File: src/common/cpu_regs_pkg.sv
/*
  Constants shared by the dedicated register set, its flag logic and the
  general-purpose register banks.
  Assumes one clock domain and an APB master that uses 32-bit aligned words.
*/
// Behaviour
// - One unified 64 Kbyte space holds I/O, data and program regions.
// - I/O sits lowest; data region directly above it, split as software likes.
// - Program counter is a 16-bit register pointing at the fetched instruction.
// - Accumulator is 16 bits; byte instructions use its lower byte only.
// - Temporary accumulator is 16 bits, partner operand; byte ops use low byte.
// - Index register, extra pointer and stack pointer are each 16 bits.
// - Status word: upper byte bank pointer, lower byte condition flags.
// - Half-carry set on carry or borrow between bit 3 and bit 4.
// - Interrupt enable flag allows interrupts when 1; reset clears it.
// - Two-bit threshold; only requests ranking above it are serviced.
// - Negative flag copies the most significant bit of the result.
// - Zero flag set for a zero result, cleared otherwise.
// - Overflow flag set on two's-complement overflow, cleared otherwise.
// - Carry set on carry or borrow out of bit 7; shifts load shifted bit. Word ops use bit 15.
// - General registers are 8-bit RAM bytes, eight per bank, 32 banks.
// - Bank pointer selects the active bank for register operand accesses.
package cpu_regs_pkg;

  // Memory map
  localparam int          ADDR_W       = 16;
  localparam logic [15:0] IO_TOP       = 16'h007f;
  localparam logic [15:0] DATA_TOP     = 16'h027f;
  localparam int          RAM_BYTES    = 512;
  localparam int          BANK_REGS    = 8;
  localparam int          BANK_COUNT   = 32;

  typedef enum logic [1:0] {
    REGION_IO, REGION_DATA, REGION_PROG
  } region_t;

  // APB register byte offsets
  localparam logic [7:0] OFS_PC     = 8'h00;
  localparam logic [7:0] OFS_ACC    = 8'h04;
  localparam logic [7:0] OFS_TMP    = 8'h08;
  localparam logic [7:0] OFS_INDEX  = 8'h0c;
  localparam logic [7:0] OFS_EXTRA  = 8'h10;
  localparam logic [7:0] OFS_STACK  = 8'h14;
  localparam logic [7:0] OFS_PSW    = 8'h18;
  localparam logic [7:0] OFS_STATUS = 8'h1c;

  // Condition flag byte field positions
  localparam int FLAG_H   = 7;
  localparam int FLAG_I   = 6;
  localparam int FLAG_IL1 = 5;
  localparam int FLAG_IL0 = 4;
  localparam int FLAG_N   = 3;
  localparam int FLAG_Z   = 2;
  localparam int FLAG_V   = 1;
  localparam int FLAG_C   = 0;

  // Reset values
  localparam logic [15:0] PSW_RESET   = 16'h0030;
  localparam logic [15:0] WORD_RESET  = 16'h0000;

  typedef enum logic [2:0] {
    ALU_ADD, ALU_SUB, ALU_SHL, ALU_SHR, ALU_PASS
  } alu_op_t;

  typedef enum logic [2:0] {
    SEL_PC, SEL_ACC, SEL_TMP, SEL_INDEX, SEL_EXTRA, SEL_STACK, SEL_PSW
  } reg_sel_t;

endpackage : cpu_regs_pkg

File: src/common/gp_bank_if.sv
/*
  Carrier between the register core and the general-purpose bank RAM.
  Assumes both ends run on the same clock.
*/
`timescale 1ns/1ns
interface gp_bank_if;
  logic [4:0] bank;
  logic [2:0] idx;
  logic       we;
  logic [7:0] wdata;
  logic [7:0] rdata;

  modport core (output bank, output idx, output we, output wdata,
                input rdata);
  modport ram  (input bank, input idx, input we, input wdata,
                output rdata);
endinterface : gp_bank_if

File: src/hw/cpu_register_flags.sv
/*
  Dedicated CPU registers, status word, flag update logic, interrupt
  threshold check, address region decode and an APB register window.
  Assumes ALU, sequencer and interrupt arbiter on the same clock.
*/
`timescale 1ns/1ns
module cpu_register_flags (
  input  wire logic        sys_clk_in,
  input  wire logic        srst_in,
  // APB slave
  input  wire logic        psel_in,
  input  wire logic        penable_in,
  input  wire logic        pwrite_in,
  input  wire logic [7:0]  paddr_in,
  input  wire logic [31:0] pwdata_in,
  output logic      [31:0] prdata_out,
  output logic             pready_out,
  output logic             pslverr_out,
  // ALU operation
  input  wire logic        alu_valid_in,
  input  wire logic [2:0]  alu_op_in,
  input  wire logic        alu_word_in,
  // Sequencer register write and program counter step
  input  wire logic        seq_wr_in,
  input  wire logic [2:0]  seq_sel_in,
  input  wire logic [15:0] seq_wdata_in,
  input  wire logic        pc_inc_in,
  // Register operand access
  input  wire logic [2:0]  gp_idx_in,
  input  wire logic        gp_we_in,
  input  wire logic [7:0]  gp_wdata_in,
  output logic      [7:0]  gp_rdata_out,
  // Interrupt request check
  input  wire logic        irq_req_in,
  input  wire logic [1:0]  irq_level_in,
  output logic             irq_accept_out,
  // Address region decode
  input  wire logic [15:0] mem_addr_in,
  output logic      [1:0]  mem_region_out,
  // Register views
  output logic      [15:0] pc_out,
  output logic      [15:0] acc_out,
  output logic      [15:0] program_status_word_out
);

  typedef struct packed {
    logic [15:0] pc;
    logic [15:0] acc;
    logic [15:0] tmp;
    logic [15:0] index_offset_reg;
    logic [15:0] extra_pointer;
    logic [15:0] stack;
    logic [7:0]  bank_select_pointer;
    logic [7:0]  condition_flags_byte;
    logic [31:0] prdata;
    logic        pready;
    logic        pslverr;
    logic        irq_accept;
    logic [1:0]  region;
  } core_state_t;

  core_state_t state;
  core_state_t next_state;

  gp_bank_if bank_port ();

  gp_bank_ram #(
    .RAM_BYTES (cpu_regs_pkg::RAM_BYTES)
  ) u_bank (
    .sys_clk_in (sys_clk_in),
    .srst_in    (srst_in),
    .port       (bank_port.ram)
  );

  // Active bank steers register operand accesses
  assign bank_port.bank  = state.bank_select_pointer[4:0];
  assign bank_port.idx   = gp_idx_in;
  assign bank_port.we    = gp_we_in;
  assign bank_port.wdata = gp_wdata_in;

  // ALU result and flag terms
  logic [16:0] sum;
  logic [15:0] res;
  logic [15:0] opa;
  logic [15:0] opb;
  logic        msb_a;
  logic        msb_b;
  logic        msb_r;
  logic        carry;
  logic        ovf;
  logic        sub_op;
  logic        shift_op;
  logic [1:0]  il;

  always_comb begin
    opa      = alu_word_in ? state.acc : {8'h00, state.acc[7:0]};
    opb      = alu_word_in ? state.tmp : {8'h00, state.tmp[7:0]};
    sub_op   = (alu_op_in == 3'(cpu_regs_pkg::ALU_SUB));
    shift_op = (alu_op_in == 3'(cpu_regs_pkg::ALU_SHL)) ||
               (alu_op_in == 3'(cpu_regs_pkg::ALU_SHR));
    sum      = '0;
    res      = opa;
    carry    = 1'b0;
    case (alu_op_in)
      3'(cpu_regs_pkg::ALU_ADD): begin
        sum = {1'b0, opa} + {1'b0, opb};
        res = sum[15:0];
      end
      3'(cpu_regs_pkg::ALU_SUB): begin
        sum = {1'b0, opa} - {1'b0, opb};
        res = sum[15:0];
      end
      3'(cpu_regs_pkg::ALU_SHL): begin
        res   = {opa[14:0], 1'b0};
        carry = alu_word_in ? opa[15] : opa[7];
      end
      3'(cpu_regs_pkg::ALU_SHR): begin
        res   = {1'b0, opa[15:1]};
        carry = opa[0];
      end
      default: begin
        res = opa;
      end
    endcase
    if (!alu_word_in) begin
      res[15:8] = 8'h00;
    end
    // Carry out of bit 7 for bytes, of bit 15 for words
    if (!shift_op && alu_op_in != 3'(cpu_regs_pkg::ALU_PASS)) begin
      carry = alu_word_in ? sum[16] : (opa[8] ^ opb[8] ^ sum[8]);
    end
    msb_a = alu_word_in ? opa[15] : opa[7];
    msb_b = alu_word_in ? opb[15] : opb[7];
    msb_r = alu_word_in ? res[15] : res[7];
    ovf   = sub_op ? ((msb_a != msb_b) && (msb_r != msb_a))
                   : ((msb_a == msb_b) && (msb_r != msb_a));
    if (shift_op || alu_op_in == 3'(cpu_regs_pkg::ALU_PASS)) begin
      ovf = 1'b0;
    end
  end

  // Threshold code: 00 highest rank, 11 lowest
  assign il = {state.condition_flags_byte[cpu_regs_pkg::FLAG_IL1],
               state.condition_flags_byte[cpu_regs_pkg::FLAG_IL0]};

  // Next state of all registers
  always_comb begin
    logic        bus_wr;
    logic        setup;
    logic [15:0] wv;
    next_state = state;
    setup  = psel_in && !penable_in;
    bus_wr = psel_in && penable_in && state.pready && pwrite_in;
    wv     = pwdata_in[15:0];

    // APB writes take effect in the access cycle
    if (bus_wr) begin
      case (paddr_in)
        cpu_regs_pkg::OFS_PC:    next_state.pc = wv;
        cpu_regs_pkg::OFS_ACC:   next_state.acc = wv;
        cpu_regs_pkg::OFS_TMP:   next_state.tmp = wv;
        cpu_regs_pkg::OFS_INDEX: next_state.index_offset_reg = wv;
        cpu_regs_pkg::OFS_EXTRA: next_state.extra_pointer = wv;
        cpu_regs_pkg::OFS_STACK: next_state.stack = wv;
        cpu_regs_pkg::OFS_PSW: begin
          next_state.bank_select_pointer  = wv[15:8];
          next_state.condition_flags_byte = wv[7:0];
        end
        default: ;
      endcase
    end

    // Sequencer writes win over the bus
    if (pc_inc_in) begin
      next_state.pc = state.pc + 16'h0001;
    end
    if (seq_wr_in) begin
      case (seq_sel_in)
        3'(cpu_regs_pkg::SEL_PC):    next_state.pc = seq_wdata_in;
        3'(cpu_regs_pkg::SEL_ACC):   next_state.acc = seq_wdata_in;
        3'(cpu_regs_pkg::SEL_TMP):   next_state.tmp = seq_wdata_in;
        3'(cpu_regs_pkg::SEL_INDEX): next_state.index_offset_reg = seq_wdata_in;
        3'(cpu_regs_pkg::SEL_EXTRA): next_state.extra_pointer = seq_wdata_in;
        3'(cpu_regs_pkg::SEL_STACK): next_state.stack = seq_wdata_in;
        3'(cpu_regs_pkg::SEL_PSW): begin
          next_state.bank_select_pointer  = seq_wdata_in[15:8];
          next_state.condition_flags_byte = seq_wdata_in[7:0];
        end
        default: ;
      endcase
    end

    // ALU result to accumulator, byte ops keep the upper byte
    if (alu_valid_in) begin
      if (alu_word_in) begin
        next_state.acc = res;
      end else begin
        next_state.acc = {state.acc[15:8], res[7:0]};
      end
      // Half carry only for add and subtract, clear for shift and pass
      next_state.condition_flags_byte[cpu_regs_pkg::FLAG_H] =
        (opa[4] ^ opb[4] ^ sum[4]) &&
        (alu_op_in <= 3'(cpu_regs_pkg::ALU_SUB));
      next_state.condition_flags_byte[cpu_regs_pkg::FLAG_N] = msb_r;
      next_state.condition_flags_byte[cpu_regs_pkg::FLAG_Z] =
        (res == 16'h0000);
      next_state.condition_flags_byte[cpu_regs_pkg::FLAG_V] = ovf;
      next_state.condition_flags_byte[cpu_regs_pkg::FLAG_C] = carry;
    end

    // Request serviced only when enabled and ranking above threshold
    next_state.irq_accept = irq_req_in &&
      state.condition_flags_byte[cpu_regs_pkg::FLAG_I] &&
      (irq_level_in < il);

    // Region of the presented address
    if (mem_addr_in <= cpu_regs_pkg::IO_TOP) begin
      next_state.region = 2'(cpu_regs_pkg::REGION_IO);
    end else if (mem_addr_in <= cpu_regs_pkg::DATA_TOP) begin
      next_state.region = 2'(cpu_regs_pkg::REGION_DATA);
    end else begin
      next_state.region = 2'(cpu_regs_pkg::REGION_PROG);
    end

    // APB answer prepared in setup, shown in access
    next_state.pready  = setup;
    next_state.pslverr = 1'b0;
    next_state.prdata  = 32'h0000_0000;
    if (setup) begin
      case (paddr_in)
        cpu_regs_pkg::OFS_PC:    next_state.prdata = {16'h0000, state.pc};
        cpu_regs_pkg::OFS_ACC:   next_state.prdata = {16'h0000, state.acc};
        cpu_regs_pkg::OFS_TMP:   next_state.prdata = {16'h0000, state.tmp};
        cpu_regs_pkg::OFS_INDEX:
          next_state.prdata = {16'h0000, state.index_offset_reg};
        cpu_regs_pkg::OFS_EXTRA:
          next_state.prdata = {16'h0000, state.extra_pointer};
        cpu_regs_pkg::OFS_STACK: next_state.prdata = {16'h0000, state.stack};
        cpu_regs_pkg::OFS_PSW:
          next_state.prdata = {16'h0000, state.bank_select_pointer,
                               state.condition_flags_byte};
        cpu_regs_pkg::OFS_STATUS:
          next_state.prdata = {29'h0000_0000, state.region,
                               state.irq_accept};
        default: next_state.pslverr = 1'b1;
      endcase
    end
  end

  // State register
  always_ff @(posedge sys_clk_in) begin
    if (srst_in) begin
      state                      <= '0;
      state.pc                   <= cpu_regs_pkg::WORD_RESET;
      state.bank_select_pointer  <= cpu_regs_pkg::PSW_RESET[15:8];
      state.condition_flags_byte <= cpu_regs_pkg::PSW_RESET[7:0];
    end else begin
      state <= next_state;
    end
  end

  // Outputs straight from the state register; gp_rdata_out from the bank RAM read register
  assign prdata_out              = state.prdata;
  assign pready_out              = state.pready;
  assign pslverr_out             = state.pslverr;
  assign irq_accept_out          = state.irq_accept;
  assign mem_region_out          = state.region;
  assign pc_out                  = state.pc;
  assign acc_out                 = state.acc;
  assign program_status_word_out = {state.bank_select_pointer,
                                    state.condition_flags_byte};
  assign gp_rdata_out            = bank_port.rdata;

endmodule : cpu_register_flags

File: src/hw/gp_bank_ram.sv
/*
  General-purpose register banks held in RAM, eight bytes per bank.
  Assumes a synchronous read; data appears one cycle after the request.
*/
`timescale 1ns/1ns
module gp_bank_ram #(
  parameter int RAM_BYTES = cpu_regs_pkg::RAM_BYTES
) (
  input  wire logic sys_clk_in,
  input  wire logic srst_in,
  gp_bank_if.ram    port
);
  localparam int AW = $clog2(RAM_BYTES);

  typedef struct packed {
    logic [7:0] rdata;
  } ram_state_t;

  logic [7:0] mem [RAM_BYTES];
  ram_state_t state;
  ram_state_t next_state;
  logic [AW-1:0] byte_addr;

  // Bank base is bank number times eight
  assign byte_addr = AW'({port.bank, port.idx});

  always_comb begin
    next_state       = state;
    next_state.rdata = mem[byte_addr];
  end

  // Storage and read register
  always_ff @(posedge sys_clk_in) begin
    if (port.we) begin
      mem[byte_addr] <= port.wdata;
    end
    if (srst_in) begin
      state <= '0;
    end else begin
      state <= next_state;
    end
  end

  assign port.rdata = state.rdata;
endmodule : gp_bank_ram

File: config.mk
export PLATFORM = sky130hd
export DESIGN_NAME = cpu_register_flags
export DESIGN_NICKNAME = d
export VERILOG_FILES = /design/src/common/cpu_regs_pkg.sv /design/src/common/gp_bank_if.sv /design/src/hw/cpu_register_flags.sv /design/src/hw/gp_bank_ram.sv
export SDC_FILE = /design/constraint.sdc
export NUM_CORES = 2
export LEC_CHECK = 0
export BUFFER_PORTS_ARGS = -buffer_cell sky130_fd_sc_hd__buf_2
export CAP_MARGIN = 5
export CORE_UTILIZATION = 47
export CTS_CLUSTER_DIAMETER = 40
export CTS_CLUSTER_SIZE = 25
export DETAILED_ROUTE_END_ITERATION = 10
export GPL_TIMING_DRIVEN = 0
export PLACE_DENSITY = 0.64
export SETUP_SLACK_MARGIN = 0.1
export SLEW_MARGIN = 20
export SYNTH_ARGS = -nofsm -noshare
export SYNTH_HDL_FRONTEND = slang
export SYNTH_SLANG_ARGS = --single-unit
File: constraint.sdc
create_clock -name sys_clk_in -period 8.3 [get_ports sys_clk_in]
set_input_delay 0.83 -clock sys_clk_in [delete_from_list [all_inputs] [get_ports sys_clk_in]]
set_output_delay 0.83 -clock sys_clk_in [all_outputs]
set_load 0.02 [all_outputs]
==> out/results.ini <==
[detailed_routing]
wirelength_um = 307000
firstDrtPassIters = 11
viasPerCell = 6.58
ant_nets = 0
drcViolationCount = 62
vias = 52100
avgRoutedWirePerCell_um = 38.8
drtIter0Drc = 7813

[sta]
layout_setup_ws_ns = 2.24
drv_slew = 0
fin_tns_setup_ns = 0
rsz0062_at_grt = false
setup_violations = 0
post-route-min-period_ns = 6.06
max_freq_mhz = 165
relSlewSlack = 0.179
final_hold_viol_count = 0
skew_ns = 0.0847
fin_crit_sh = 0.730
worst-slew-pin-transition_ns = 1.23

[placement]
numPortBuffers = 147
place_area_mm2 = 0.0944
gp_congestion = 0.991
post-dp-hpwl_um = 205000
post-place-ws_ns = 1.60
dp_cells = 7357

[global_route]
grt_max_degree = 138
grt_pass1_vias = 50200
grt_use_total = 0.320
grt_antenna_before_repair = 11
grt_pass1_wl_um = 414000
grt.overflow.total = 0

[logic_synthesis]
synth_top_area_share = 0.689
synth_cell_type_count = 77
synth_edf_count = 2048
yosys_warnings = 0
synth_area_mm2 = 0.0893
synth_top_cells_by_area = edfxtp_1, mux4_2, dfxtp_1
synth_seq_cells = 2189
syn_avg_cell_area_um2 = 19.2
ys_seq_area_frac = 0.720
synth_ff_type = edfxtp_1
synthArstFlopShare = 0
postSynthCellCount = 4662
synth_area_leader_cell = edfxtp_1

[pwr]
p_leak_nw = 33.7
power_per_cell_area_mw_per_mm2 = 258
peakVddDrop_uv = 193

[cells_and_area]
fin_nets = 5315
multi_input_area_mm2 = 0.0229
layout_common_cells = edfxtp_1, mux4_2, nor2_1, clkbuf_16, buf_2
final_common_cell = edfxtp_1
drive_above_1_share = 0.306
final-seq-area_mm2 = 0.0643
design_area_mm2 = 0.105
syn2layout_area_growth_pct = 17.4
fill_cells = 14300
fin_cells = 7912

[die]
die-width_um = 438
die_h_um = 438
dieArea_mm2 = 0.192
initial_core_util = 0.474
io-pin-count = 195
core_area_mm2 = 0.188
num_rows = 159

[setup_path]
crit_arrival_ns = 6.58
timing.critical_path.from_type = register
required_ns = 8.82
critPathMaxFanout = 10
end_kind = register
reg2reg_slack_ns = 2.24
path_class = register to register

[clocking]
clkLatencyLatePin_ns = 0.93
cts_tree = built
cts_sinks = 2189
ctsHoldBuffers = 0
clk_path_buf_depth = 4
clkTransAtPathRegs_ns = 0.06
cts_htree_levels = 5
cts_made_buffers = 313
cts_resized = 0
post-cts-setup-buffers = 0
root_buffer = clkbuf_16

[status]
failed_checks = DRC
status = complete, but fails checks

[min_path]
hold_path.class = input pin to register

[job]
cap_viol_max_count = 0

-- Yosys cell counts, types with 7 or more instances --
cell type / n
nor4_1: 11
and2_1: 16
mux4_2: 656
a21oi_1: 92
dfxtp_1: 141
a22oi_1: 38
buf_6: 8
mux2i_1: 86
nand3_1: 94
nand4_1: 11
ha_1: 34
a31oi_1: 25
clkbuf_1: 187
o22ai_1: 16
buf_2: 53
mux2_2: 10
o21ai_0: 40
o211ai_1: 12
or2_2: 7
a211oi_1: 55
nor2b_1: 36
inv_1: 42
buf_4: 106
a222oi_1: 12
nand2_1: 143
nor2_1: 444
a22o_1: 9
and3_1: 13
nand2b_1: 11
edfxtp_1: 2048
buf_1: 29
nor3_1: 30
a311oi_1: 40
-- final timing paths --
check / start / cells after the start / to
worst max-delay path: program_status_word_out[8]$_SDFF_PP0_ / 9 / u_bank.mem[206][2]$_DFFE_PP_
worst min-delay path: gp_wdata_in[0] / 1 / u_bank.mem[253][0]$_DFFE_PP_
worst max register to register: program_status_word_out[8]$_SDFF_PP0_ / 9 / u_bank.mem[206][2]$_DFFE_PP_
worst min register to register: state[78]$_SDFF_PP0_ / 2 / state[78]$_SDFF_PP0_
-- cells by family (layout without fill, tap and decap cells) --
logic type	count (synthesis)	after routing	synth area share
buffers and inverters	428	1167	0.0239
adders and majority gates	36	36	0.00521
and+or+nand+nor	838	838	0.0410
DFF	2189	2189	0.720
xor gates and xnor gates	4	4	0.000392
other	1	17	0.0000420
AOI/OAI and AO/OA	414	414	0.0327
muxes	752	752	0.176
-- cell type report --
class                           count  area share
Buffer                            384      0.0198
Inverter                           44     0.00158
Multi-Input combinational cell   2060       0.219
Tap cell                         2495      0.0298
Antenna cell                        1   0.0000239
Sequential cell                  2189       0.614
Clock inverter                    213      0.0222
Clock buffer                      341      0.0775
Timing Repair Buffer              185      0.0168
-- registers in the layout, indices dropped and copies added, names as in the netlist, 2 cells and up --
register	cells
u_bank.mem	2048
state	64
acc_out	16
pc_out	16
prdata_out	16
program_status_word_out	16
u_bank.port.rdata	8
mem_region_out	2
-- per-stage QoR --
| step | total power [mW] | util | hold slack [ns] |
|---|---|---|---|
| after floorplan | 13.1 | - | 0.452 |
| after global placement | 13.9 | 0.495 | 0.472 |
| after detailed placement | 14.0 | 0.501 | 0.476 |
| after CTS | 27.1 | 0.557 | 0.130 |
| after global routing | 27.6 | 0.557 | 0.142 |
| final | 27.1 | 0.557 | 0.168 |
-- report_power, final --
group / switching (mW) / leakage (nW) / internal, mW
Sequential: 0.0572 / 19.6 / 12.1
Combinational: 1.08 / 9.07 / 0.537
Clock: 5.29 / 5.06 / 8.02
Total: 6.43 / 33.7 / 20.7
-- layer usage --
metal / part of all wire / GRT usage / vias up
li1: - / - / 20200
met1: 0.35 / 0.410 / 27200
met2: 0.46 / 0.494 / 3787
met3: 0.11 / 0.0829 / 841
met4: 0.068 / 0.189 / 2
met5: 0.000029 / 0 / -
-- worst max-delay path: stages, from the launching register on --
cell	delay [ns]
dfxtp_1	0.35
clkbuf_1	0.33
buf_2	0.45
buf_2	0.67
buf_2	0.87
nor2b_1	0.41
and2_1	0.50
nand3_1	0.46
clkbuf_2	0.61
nor2_1	0.92
Note: power is estimated with default switching activity, not from simulation.
